==> src/verilog/esdc_consts.vh <==
// constants of the engine shutdown control block
`ifndef ESDC_CONSTS_VH
`define ESDC_CONSTS_VH

// register offsets (byte addresses)
`define ESDC_REG_CTRL 8'h00
`define ESDC_REG_OVSPD 8'h04
`define ESDC_REG_STATUS 8'h08
`define ESDC_REG_IRQ_STAT 8'h0C
`define ESDC_REG_IRQ_MASK 8'h10
`define ESDC_REG_SPEED 8'h14

// control field positions
`define ESDC_CTRL_AIR_EN 0

// status field positions
`define ESDC_ST_FUEL_DIS 0
`define ESDC_ST_REMOTE_LATCH 1
`define ESDC_ST_OVSPD_LATCH 2
`define ESDC_ST_AIR_SHUTOFF 3
`define ESDC_ST_LINK_SHUT 4
`define ESDC_ST_ROTATING 5

// event bit positions
`define ESDC_EV_REMOTE 0
`define ESDC_EV_OVSPD 1
`define ESDC_EV_LINK_SHUT 2
`define ESDC_EV_LINK_RUN 3
`define ESDC_EV_LINK_TMO 4
`define ESDC_EV_RELEASE_ROT 5
`define ESDC_EV_W 6

// reset values
`define ESDC_CTRL_RST 1'b0
`define ESDC_OVSPD_RST 16'h0BB8
`define ESDC_MASK_RST 6'h00

// timing: link request timeout
`define ESDC_CLK_HZ 125000000
`define ESDC_LINK_TMO_S 3
`define ESDC_LINK_TMO_CYC (`ESDC_CLK_HZ * `ESDC_LINK_TMO_S)
`define ESDC_TICK_MS_NS 1000000
`define ESDC_CLK_NS 8
`define ESDC_TICK_CYC (`ESDC_TICK_MS_NS / `ESDC_CLK_NS)
`define ESDC_TMO_MS (`ESDC_LINK_TMO_S * 1000)

// overspeed verify threshold: 75 percent as 3/4
`define ESDC_VERIFY_NUM 3
`define ESDC_VERIFY_SHIFT 2

`endif

==> src/verilog/esdc_tick_div.v <==
// millisecond tick divider producing a one-cycle enable pulse
`timescale 1ns/1ps
module esdc_tick_div #(
   parameter DIV = 125000
)
(
   // clock and reset
   input wire clk_sys_i,
   input wire rst_n_i,
   // tick out
   output reg tick_o
);

   reg [31:0] cnt_q;

   always @(posedge clk_sys_i)
   begin
      if (!rst_n_i)
      begin
         cnt_q <= 32'h0;
         tick_o <= 1'b0;
      end
      else if (cnt_q == DIV - 1)
      begin
         cnt_q <= 32'h0;
         tick_o <= 1'b1;
      end
      else
      begin
         cnt_q <= cnt_q + 32'h1;
         tick_o <= 1'b0;
      end
   end

endmodule // esdc_tick_div

==> src/verilog/esdc_top.v <==
// engine shutdown control: remote switch, overspeed air shutoff, link request
`timescale 1ns/1ps
`include "esdc_consts.vh"

module esdc_top #(
   parameter TICK_CYC = `ESDC_TICK_CYC
)
(
   // clock and reset (reset also marks switched power cycling)
   input wire clk_sys_i,
   input wire rst_n_i,
   // engine pins
   input wire remote_shut_n_i,
   input wire ovspd_verify_i,
   input wire [15:0] engine_rpm_i,
   // link request: one-cycle strobe with commanded state
   input wire link_req_i,
   input wire link_shutdown_i,
   // register port
   input wire [7:0] reg_addr_i,
   input wire [31:0] reg_wdata_i,
   input wire reg_wr_i,
   input wire reg_rd_i,
   output reg [31:0] reg_rdata_o,
   // outputs
   output reg fuel_disable_o,
   output reg air_shutoff_o,
   output reg irq_o
);

   ////////////////////////////////////////////////////////////////////////////
   // registers and state

   reg air_en_q;
   reg [15:0] ovspd_q;
   reg [5:0] irq_stat_q;
   reg [5:0] irq_mask_q;
   reg remote_latch_q;
   reg ovspd_latch_q;
   reg link_shut_q;
   reg [11:0] tmo_ms_q;
   reg remote_prev_q;
   reg remote_latch_d;
   reg ovspd_latch_d;
   reg link_shut_d;
   reg [11:0] tmo_ms_d;
   reg fuel_disable_d;
   reg air_shutoff_d;
   reg [5:0] irq_stat_d;
   reg [31:0] reg_rdata_d;
   wire tick;
   wire remote_on;
   wire rotating;
   wire [17:0] thr_full;
   wire [17:0] thr_verify;
   wire [17:0] threshold;
   wire overspeed;
   wire [5:0] ev;
   wire link_tmo;
   wire [31:0] thr_scaled;
   wire wr_ctrl;
   wire wr_ovspd;
   wire wr_irq_stat;
   wire wr_irq_mask;
   wire [5:0] status_vec;

   // link request state codes
   localparam LINK_RUN = 1'b0;
   localparam LINK_SHUT = 1'b1;

   ////////////////////////////////////////////////////////////////////////////
   // millisecond tick

   esdc_tick_div #(
      .DIV(TICK_CYC)
   ) u_tick (
      .clk_sys_i(clk_sys_i),
      .rst_n_i(rst_n_i),
      .tick_o(tick)
   );

   ////////////////////////////////////////////////////////////////////////////
   // remote shutdown switch

   assign remote_on = ~remote_shut_n_i;
   assign rotating = (engine_rpm_i != 16'h0000);

   // once seen, the switch keeps injection off until power is cycled
   always @*
   begin
      remote_latch_d = remote_latch_q;
      if (remote_on)
      begin
         remote_latch_d = 1'b1;
      end
   end

   always @(posedge clk_sys_i)
   begin
      if (!rst_n_i)
      begin
         remote_latch_q <= 1'b0;
         remote_prev_q <= 1'b0;
      end
      else
      begin
         remote_prev_q <= remote_on;
         remote_latch_q <= remote_latch_d;
      end
   end

   ////////////////////////////////////////////////////////////////////////////
   // overspeed with verify threshold

   assign thr_full = {2'b00, ovspd_q};
   assign thr_scaled = (thr_full * `ESDC_VERIFY_NUM) >> `ESDC_VERIFY_SHIFT;
   // three quarters of a 16-bit limit always fits the 18-bit compare path
   assign thr_verify = thr_scaled[17:0];
   assign threshold = ovspd_verify_i ? thr_verify : thr_full;
   assign overspeed = ({2'b00, engine_rpm_i} > threshold);

   always @(posedge clk_sys_i)
   begin
      if (!rst_n_i)
      begin
         ovspd_latch_q <= 1'b0;
      end
      else
      begin
         ovspd_latch_q <= ovspd_latch_d;
      end
   end

   // a crossing of the threshold stays latched until power is cycled
   always @*
   begin
      ovspd_latch_d = ovspd_latch_q;
      if (overspeed)
      begin
         ovspd_latch_d = 1'b1;
      end
   end

   ////////////////////////////////////////////////////////////////////////////
   // link shutdown request with timeout

   assign link_tmo = link_shut_q && !link_req_i && tick &&
                     (tmo_ms_q == `ESDC_TMO_MS - 1);

   always @(posedge clk_sys_i)
   begin
      if (!rst_n_i)
      begin
         link_shut_q <= LINK_RUN;
         tmo_ms_q <= 12'h000;
      end
      else
      begin
         link_shut_q <= link_shut_d;
         tmo_ms_q <= tmo_ms_d;
      end
   end

   // next link state: each request restarts the silence timeout
   always @*
   begin
      link_shut_d = link_shut_q;
      tmo_ms_d = tmo_ms_q;
      case (link_shut_q)
         LINK_RUN:
         begin
            if (link_req_i)
            begin
               link_shut_d = link_shutdown_i;
               tmo_ms_d = 12'h000;
            end
         end
         LINK_SHUT:
         begin
            if (link_req_i)
            begin
               link_shut_d = link_shutdown_i;
               tmo_ms_d = 12'h000;
            end
            else if (link_tmo)
            begin
               link_shut_d = LINK_RUN;
               tmo_ms_d = 12'h000;
            end
            else if (tick)
            begin
               tmo_ms_d = tmo_ms_q + 12'h001;
            end
         end
         default:
         begin
            link_shut_d = LINK_RUN;
            tmo_ms_d = 12'h000;
         end
      endcase
   end

   ////////////////////////////////////////////////////////////////////////////
   // outputs
   // the manual damper switch is outside this logic, so it raises no event

   always @(posedge clk_sys_i)
   begin
      if (!rst_n_i)
      begin
         fuel_disable_o <= 1'b0;
         air_shutoff_o <= 1'b0;
      end
      else
      begin
         fuel_disable_o <= fuel_disable_d;
         air_shutoff_o <= air_shutoff_d;
      end
   end

   // the solenoid only follows the overspeed path and stays on once fired
   always @*
   begin
      fuel_disable_d = remote_latch_q | remote_on | ovspd_latch_q | overspeed
                       | link_shut_q;
      air_shutoff_d = air_shutoff_o;
      if ((ovspd_latch_q | overspeed) && air_en_q)
      begin
         air_shutoff_d = 1'b1;
      end
   end

   ////////////////////////////////////////////////////////////////////////////
   // events and interrupt

   assign ev[`ESDC_EV_REMOTE] = remote_on && !remote_prev_q;
   assign ev[`ESDC_EV_OVSPD] = overspeed && !ovspd_latch_q;
   assign ev[`ESDC_EV_LINK_SHUT] = link_req_i && link_shutdown_i && !link_shut_q;
   assign ev[`ESDC_EV_LINK_RUN] = link_req_i && !link_shutdown_i && link_shut_q;
   assign ev[`ESDC_EV_LINK_TMO] = link_tmo;
   assign ev[`ESDC_EV_RELEASE_ROT] = !remote_on && remote_prev_q && rotating;
   assign wr_irq_stat = reg_wr_i && (reg_addr_i == `ESDC_REG_IRQ_STAT);

   // write one to clear; an event in the clearing cycle wins
   always @*
   begin
      irq_stat_d = irq_stat_q | ev;
      if (wr_irq_stat)
      begin
         irq_stat_d = (irq_stat_q & ~reg_wdata_i[5:0]) | ev;
      end
   end

   always @(posedge clk_sys_i)
   begin
      if (!rst_n_i)
      begin
         irq_stat_q <= 6'h00;
         irq_o <= 1'b0;
      end
      else
      begin
         irq_stat_q <= irq_stat_d;
         irq_o <= |(irq_stat_q & irq_mask_q);
      end
   end

   ////////////////////////////////////////////////////////////////////////////
   // register port

   // unmapped addresses decode to nothing, so such writes are dropped
   assign wr_ctrl = reg_wr_i && (reg_addr_i == `ESDC_REG_CTRL);
   assign wr_ovspd = reg_wr_i && (reg_addr_i == `ESDC_REG_OVSPD);
   assign wr_irq_mask = reg_wr_i && (reg_addr_i == `ESDC_REG_IRQ_MASK);

   always @(posedge clk_sys_i)
   begin
      if (!rst_n_i)
      begin
         air_en_q <= `ESDC_CTRL_RST;
         ovspd_q <= `ESDC_OVSPD_RST;
         irq_mask_q <= `ESDC_MASK_RST;
      end
      else
      begin
         if (wr_ctrl)
         begin
            air_en_q <= reg_wdata_i[`ESDC_CTRL_AIR_EN];
         end
         if (wr_ovspd)
         begin
            ovspd_q <= reg_wdata_i[15:0];
         end
         if (wr_irq_mask)
         begin
            irq_mask_q <= reg_wdata_i[5:0];
         end
      end
   end

   always @(posedge clk_sys_i)
   begin
      if (!rst_n_i)
      begin
         reg_rdata_o <= 32'h0;
      end
      else if (reg_rd_i)
      begin
         reg_rdata_o <= reg_rdata_d;
      end
      else
      begin
         reg_rdata_o <= 32'h0;
      end
   end

   // read data are looked up here and only registered on a read strobe
   assign status_vec = {rotating, link_shut_q, air_shutoff_o, ovspd_latch_q, remote_latch_q,
                        fuel_disable_o};

   always @*
   begin
      case (reg_addr_i)
         `ESDC_REG_CTRL: reg_rdata_d = {31'h0, air_en_q};
         `ESDC_REG_OVSPD: reg_rdata_d = {16'h0, ovspd_q};
         `ESDC_REG_STATUS: reg_rdata_d = {26'h0, status_vec};
         `ESDC_REG_IRQ_STAT: reg_rdata_d = {26'h0, irq_stat_q};
         `ESDC_REG_IRQ_MASK: reg_rdata_d = {26'h0, irq_mask_q};
         `ESDC_REG_SPEED: reg_rdata_d = {16'h0, engine_rpm_i};
         default: reg_rdata_d = 32'h0;
      endcase
   end

endmodule // esdc_top

==> config.mk <==
export PLATFORM = sky130hd
export DESIGN_NAME = esdc_top
export DESIGN_NICKNAME = d
export VERILOG_FILES = /design/src/verilog/esdc_tick_div.v /design/src/verilog/esdc_top.v
export VERILOG_INCLUDE_DIRS = /design/src /design/src/verilog
export SDC_FILE = /design/constraint.sdc
export NUM_CORES = 1
export LEC_CHECK = 0
export BUFFER_PORTS_ARGS = -buffer_cell sky130_fd_sc_hd__buf_2
export CELL_PAD_IN_SITES_DETAIL_PLACEMENT = 0
export CELL_PAD_IN_SITES_GLOBAL_PLACEMENT = 2
export CORE_ASPECT_RATIO = 0.7
export CORE_MARGIN = 2
export CORE_UTILIZATION = 36
export DETAILED_ROUTE_END_ITERATION = 8
export HOLD_SLACK_MARGIN = 0.06
export PLACE_DENSITY_LB_ADDON = 0.15
export SETUP_SLACK_MARGIN = 0.1
export SYNTH_ARGS = -nofsm -noshare
export SYNTH_HDL_FRONTEND = slang
export SYNTH_HIERARCHICAL = 1
export SYNTH_SLANG_ARGS = --single-unit
==> constraint.sdc <==
create_clock -name clk_sys_i -period 9 [get_ports clk_sys_i]
set_input_delay 1.8 -clock clk_sys_i [delete_from_list [all_inputs] [get_ports clk_sys_i]]
set_output_delay 1.8 -clock clk_sys_i [all_outputs]
set_load 0.02 [all_outputs]
==> results.py, run 1 <==
metrics = {
    "timing": {
        "fin_crit_sh": 0.4942,
        "setup-violations-final": 0,
        "finClkSkew_ps": 7.257,
        "tightest_slew_ps": 1042,
        "slew_violations": 0,
        "fin_setup_tns_ps": 0,
        "max_slew_margin": 0.2960,
        "min_period_ps": 4448,
        "timing.fmax_mhz": 224.8,
        "rsz0062_at_grt": "false",
        "finalHoldViolations": 0,
    },
    "setup_path": {
        "crit_type": "flip-flop to flip-flop",
        "reg2reg_slack_ps": 4550,
        "end_kind": "flip-flop",
        "crit_required_ps": 9170,
        "start_kind": "flip-flop",
        "crit_fanout": 7,
        "rr_worst_depth": 14,
        "cp_data_arrival_time_ps": 4610,
    },
    "synthesis": {
        "ys.flop_type": "dfxtp_1",
        "ys_seq_area_frac": 0.3440,
        "yosysUniqueCellTypes": 63,
        "synth_edf_count": 0,
        "synthArstFlopShare": 0,
        "ys_seq_elements": 97,
        "postSynthCellCount": 670,
        "synthTopCellsByArea": "dfxtp_1, ha_1, mux2i_1",
        "mappedNetlistArea_um2": 5644,
        "synth.top_cell.area_share": 0.3440,
        "avgSynthCellArea_um2": 8.424,
        "yosysTopAreaCell": "dfxtp_1",
        "ys_warn_count": 6,
    },
    "clocking": {
        "clock_sinks": 97,
        "cts_root_buf": "clkbuf_16",
        "hold_buffers": 0,
        "ctsResizeCount": 0,
        "cts_setup_buffers": 0,
        "cts.path.max_buffers": 2,
        "cts_buffers": 9,
        "clkTransAtPathRegs_ps": 70,
        "cts_tree": "built",
        "worstSkewPairLatency_ps": 340,
        "cts_max_level": 3,
    },
    "die": {
        "die_h_um": 108.8,
        "rows": 38,
        "dieArea_um2": 16710,
        "core_um2": 15400,
        "die_w_um": 153.7,
        "initial_core_util": 0.3664,
        "pin_count": 99,
    },
    "global_route": {
        "gr-usage-all-layers": 0.1852,
        "antenna_found_initial": 0,
        "grt_pass1_vias": 4544,
        "grt_overflow_total": 0,
        "grt_start_max_net_pins": 32,
        "grt_pass1_wl_um": 24560,
    },
    "place": {
        "place_congestion": 0.8562,
        "placed_area_um2": 6046,
        "port_buffers": 66,
        "hpwl_um": 11740,
    },
    "detailed_routing": {
        "drt_wl_total_um": 15350,
        "routed.top_layer": "met4",
        "dr_wl_met3_um": 842,
        "wl_met2_um": 5858,
        "drtAntennaViolNets": 0,
        "vias_per_cell": 5.322,
        "drtIter0Drc": 288,
        "drc": 0,
        "wl_per_cell_um": 16.63,
        "first_pass_iters": 5,
        "num_vias": 4912,
        "wl_met1_um": 8545,
    },
    "flow_run": {
        "drv_cap": 0,
    },
    "cells_and_area": {
        "final_net_count": 818,
        "utilization": 0.4137,
        "area_growth_pct": 12.90,
        "final_common_cell": "dfxtp_1",
        "final_layout_size_suffix_gt1_frac": 0.1411,
        "stdcell_area_um2": 6372,
        "final_cell_mix": "dfxtp_1, nor2_1, nand2_1, buf_2, a21oi_1",
        "antenna-diode-count": 0,
    },
    "min_path": {
        "holdPathStages": 2,
        "hp-class": "flip-flop to flip-flop",
    },
    "status": {
        "outcome": "finished clean",
    },
    "power": {
        "p_per_area_nw_per_um2": 146.2,
        "vdd_ir_drop_max_uv": 98.18,
        "p_leak_nw": 2.552,
    },
}
-- routing by layer --
layer | GRT usage | up-vias
met1 | 0.2891 | 2273
met2 | 0.2562 | 125
li1 | - | 2503
met3 | 0.03816 | 11
met4 | 0.04391 | 0
met5 | 0 | -
-- power by group --
part,internal (mW),leakage [nW],total (mW),switching [mW]
clock network,0.252,0.163,0.421,0.169
registers,0.434,0.784,0.440,0.00558
logic,0.0262,1.60,0.0704,0.0442
total,0.712,2.55,0.931,0.219
-- Yosys cell counts (11+ instances only) --
cell	number
a21oi_1	52
a22oi_1	17
and3_1	11
buf_4	19
clkbuf_1	19
dfxtp_1	97
ha_1	35
inv_1	18
mux2i_1	30
nand2_1	68
nand3_1	28
nand4_1	19
nor2_1	70
nor4_1	13
o21ai_0	16
o31ai_1	16
or4_1	15
xnor2_1	13
xor2_1	21
-- registers in the layout, summed over array words and instances, names as in the netlist, 6 cells and up --
name / cells
tmo_ms_q: 12
reg_rdata_o: 16
irq_mask_q: 6
u_tick/cnt_q: 32
ovspd_q: 16
irq_stat_q: 6
-- metrics by stage --
stage                     hold WS (ps)  setup slack [ps]  power [mW]  std cells
after CTS                        487.0              4540      0.9469        923
after global routing             512.0              4281      0.9687        923
after detailed placement         471.3              4341      0.5202        907
after global placement           465.4              4417      0.5188        907
final                            486.4              4552      0.9315        923
after floorplan                  452.3              4727      0.4962        685
-- worst max-delay path, cell delays in order, from the launching register on --
cell	delay, ps
dfxtp_1	390
and2_1	200
fa_1	400
a21o_1	200
a221o_1	380
and3_1	200
a211oi_1	250
xor2_1	200
mux2i_1	110
ha_1	310
a21o_1	160
a21o_1	170
a22o_1	170
o41ai_1	900
o21ai_0	230
-- worst paths after layout --
check / startpoint / end
worst max-delay path: ovspd_q[1] / fuel_disable_o
worst min-delay path: u_tick/cnt_q[31] / u_tick/cnt_q[31]
worst max register to register: ovspd_q[1] / fuel_disable_o
worst min register to register: u_tick/cnt_q[31] / u_tick/cnt_q[31]
-- cell families (layout without fill, tap and decap cells) --
| family | after synthesis | in the layout | share of synthesized area |
|---|---|---|---|
| AOI/OAI and AO/OA | 139 | 139 | 0.1561 |
| xor gates and xnor gates | 34 | 34 | 0.05276 |
| adders and majority gates | 36 | 36 | 0.08114 |
| buffers and inverters | 64 | 102 | 0.05874 |
| DFF | 97 | 97 | 0.3440 |
| muxes | 33 | 33 | 0.06118 |
| other | 1 | 16 | 0.0006644 |
| and+or+nand+nor | 266 | 266 | 0.2454 |
-- area by class of cell --
| type | count | area [um^2] |
|---|---|---|
| Inverter | 18 | 67.56 |
| Tap cell | 200 | 250.2 |
| Multi-Input combinational cell | 524 | 3441 |
| Timing Repair Buffer | 68 | 345.3 |
| Clock buffer | 10 | 239.0 |
| Clock inverter | 6 | 87.58 |
| Sequential cell | 97 | 1942 |
| Fill cell | 1592 | 9032 |
No activity file was read; power rests on OpenSTA's default activity.
==> run 2, diff against run 1 <==
--- a/config.mk
+++ b/config.mk
@@ -11,7 +11,7 @@
 export CELL_PAD_IN_SITES_GLOBAL_PLACEMENT = 2
 export CORE_ASPECT_RATIO = 0.7
 export CORE_MARGIN = 2
-export CORE_UTILIZATION = 36
+export CORE_UTILIZATION = 33
 export DETAILED_ROUTE_END_ITERATION = 8
 export HOLD_SLACK_MARGIN = 0.06
 export PLACE_DENSITY_LB_ADDON = 0.15
==> constraint.sdc (replaced) <==
create_clock -name clk_sys_i -period 4.6 [get_ports clk_sys_i]
set_input_delay 0.92 -clock clk_sys_i [delete_from_list [all_inputs] [get_ports clk_sys_i]]
set_output_delay 0.92 -clock clk_sys_i [all_outputs]
set_load 0.02 [all_outputs]
==> run 2 against run 1 <==
Clock power rose by 74%. First-iteration DRC count fell by 13%. Critical path type unchanged. Design area about the same. Largest power group unchanged. Setup slack got worse by 3800 ps. Highest routed layer unchanged. Routed wire length increased by 1.3%. Die area increased by 8.8%.
==> results.py, run 2 (synthesized netlist as in run 1, its figures left out) <==
metrics = {
    "die": {
        "die_h_um": 113.4,
        "rows": 39,
        "initial_core_util": 0.3412,
        "dieArea_um2": 18180,
        "die_w_um": 160.3,
        "core_um2": 16540,
        "pin_count": 99,
    },
    "timing": {
        "max_slew_margin": 0.4703,
        "fin_crit_sh": 0.8375,
        "setup_ws_ps": 747.7,
        "finClkSkew_ps": 12.13,
        "tightest_slew_ps": 792.2,
        "slew_violations": 0,
        "fin_setup_tns_ps": 0,
        "min_period_ps": 3852,
        "rsz0062_at_grt": "false",
        "finalHoldViolations": 0,
        "timing.fmax_mhz": 259.6,
        "setup-violations-final": 0,
    },
    "detailed_routing": {
        "wl_per_cell_um": 16.38,
        "drc": 0,
        "num_vias": 4944,
        "drt_wl_total_um": 15540,
        "drtIter0Drc": 251,
        "vias_per_cell": 5.210,
        "drtAntennaViolNets": 0,
        "first_pass_iters": 5,
    },
    "cells_and_area": {
        "final_common_cell": "dfxtp_1",
        "regArea_um2": 1942,
        "fin_cells": 949,
        "final_cell_mix": "dfxtp_1, nor2_1, nand2_1, buf_2, a21oi_1",
        "final_net_count": 819,
        "area_growth_pct": 12.88,
        "multiInputGateArea_um2": 3441,
        "antenna-diode-count": 0,
        "largest_reg_flops": 32,
        "final_layout_size_suffix_gt1_frac": 0.1423,
        "reg.largest.list": "u_tick/cnt_q (32), ovspd_q (16), reg_rdata_o (16)",
        "top_register": "u_tick/cnt_q",
        "nFillCells": 1746,
    },
    "place": {
        "dp_slack_ps": 758.1,
        "hpwl_um": 12030,
        "place_congestion": 0.8562,
        "dp.cells": 933,
        "port_buffers": 66,
    },
    "power": {
        "p_leak_nw": 2.528,
        "p_per_area_nw_per_um2": 271.6,
        "vdd_ir_drop_max_uv": 135.7,
    },
    "setup_path": {
        "path_depth": 15,
        "end_kind": "flip-flop",
        "cp_data_arrival_time_ps": 4070,
        "crit_family": "compound AO/OA/AOI/OAI gates",
        "rr_worst_depth": 15,
        "path_cells": "and2_1, fa_1, a21o_1, a221o_1, and3_1, a211oi_1, xor2_1, mux2i_1, ha_1, a21o_1, a21o_1, a22o_1, o41ai_1, buf_4, o21ai_0",
        "slowest_stage": "fa_1",
        "r2r_end": "fuel_disable_o",
        "start_kind": "flip-flop",
        "crit_top_cell": "a21o_1",
        "crit_required_ps": 4820,
        "crit_end": "fuel_disable_o",
        "reg2reg_slack_ps": 750,
        "crit_fanout": 7,
        "critPathMaxStageDelay_ps": 410,
        "worstReg2RegStart": "ovspd_q[1]",
        "cp-startpoint": "ovspd_q[1]",
        "crit_type": "flip-flop to flip-flop",
        "worst-path-buf-inv": 1,
    },
    "global_route": {
        "grt_start_max_net_pins": 31,
        "grt_overflow_total": 0,
        "grt_pass1_wl_um": 25590,
        "gr-usage-all-layers": 0.1776,
        "antenna_found_initial": 0,
        "grt_pass1_vias": 4683,
    },
    "clocking": {
        "cts_buffers": 9,
        "clock_sinks": 97,
        "cts_root_buf": "clkbuf_16",
        "worstSkewPairLatency_ps": 350,
        "cts_setup_buffers": 0,
        "cts.path.max_buffers": 2,
        "cts_max_level": 3,
        "clkTransAtPathRegs_ps": 80,
        "hold_buffers": 0,
        "cts_tree": "built",
        "ctsResizeCount": 0,
    },
    "flow_run": {
        "drv_cap": 0,
    },
    "min_path": {
        "hp-class": "flip-flop to flip-flop",
    },
    "status": {
        "outcome": "finished clean",
    },
}
==> run 2: final cells by class <==
class / instances / area share
clock buffer: 9 / 0.03535
clock inverter: 7 / 0.009623
inverter: 18 / 0.01060
multi-input combinational: 524 / 0.5401
sequential: 97 / 0.3048
tap: 225 / 0.04419
timing repair buffer: 69 / 0.05538
==> run 2: power breakdown <==
part / switching [mW] / internal, mW / total [mW]
Sequential: 0.0107 / 0.849 / 0.860
Combinational: 0.0873 / 0.0522 / 0.139
Clock: 0.355 / 0.376 / 0.731
==> run 2: through the flow <==
| stage | utilization | hold slack, ps | power [mW] | cell area [um^2] |
|---|---|---|---|---|
| after floorplan | - | 452.3 | 0.9709 | 5700 |
| after global placement | 0.3678 | 470.0 | 1.016 | 6085 |
| after detailed placement | 0.3678 | 478.3 | 1.018 | 6085 |
| after CTS | 0.3851 | 488.5 | 1.755 | 6371 |
| after global routing | 0.3851 | 518.8 | 1.802 | 6371 |
| final | 0.3851 | 484.1 | 1.730 | 6371 |
==> run 2: how the worst min path moves through the flow <==
stage | cells past startpoint | startpoint | slack [ps] | endpoint
6_report | 2 | u_tick/cnt_q[31] | 480 | u_tick/cnt_q[31]
5_1_grt | 2 | u_tick/cnt_q[31] | 520 | u_tick/cnt_q[31]
4_1_cts | 2 | u_tick/cnt_q[31] | 490 | u_tick/cnt_q[31]
3_5_place_dp | 2 | u_tick/cnt_q[31] | 480 | u_tick/cnt_q[31]
3_3_place_gp | 2 | u_tick/cnt_q[31] | 470 | u_tick/cnt_q[31]
2_1_floorplan | 2 | u_tick/cnt_q[31] | 450 | u_tick/cnt_q[31]
==> run 2: layer usage <==
layer	wire length (um)	vias up	global-route usage
met1	8425	2281	0.2703
met2	6093	126	0.2517
li1	-	2522	-
met5	0	-	0
met3	826	15	0.04073
met4	199	0	0.04264
==> run 2: worst reg2reg max path: cells and delay by family, from the launching register on <==
family          cells  cell delay [ps]
xor+xnor            1              190
compound gates      8             1700
flops               1              400
mux                 1              110
simple gates        2              410
fa+ha+maj           2              720
buf+inv             1              190
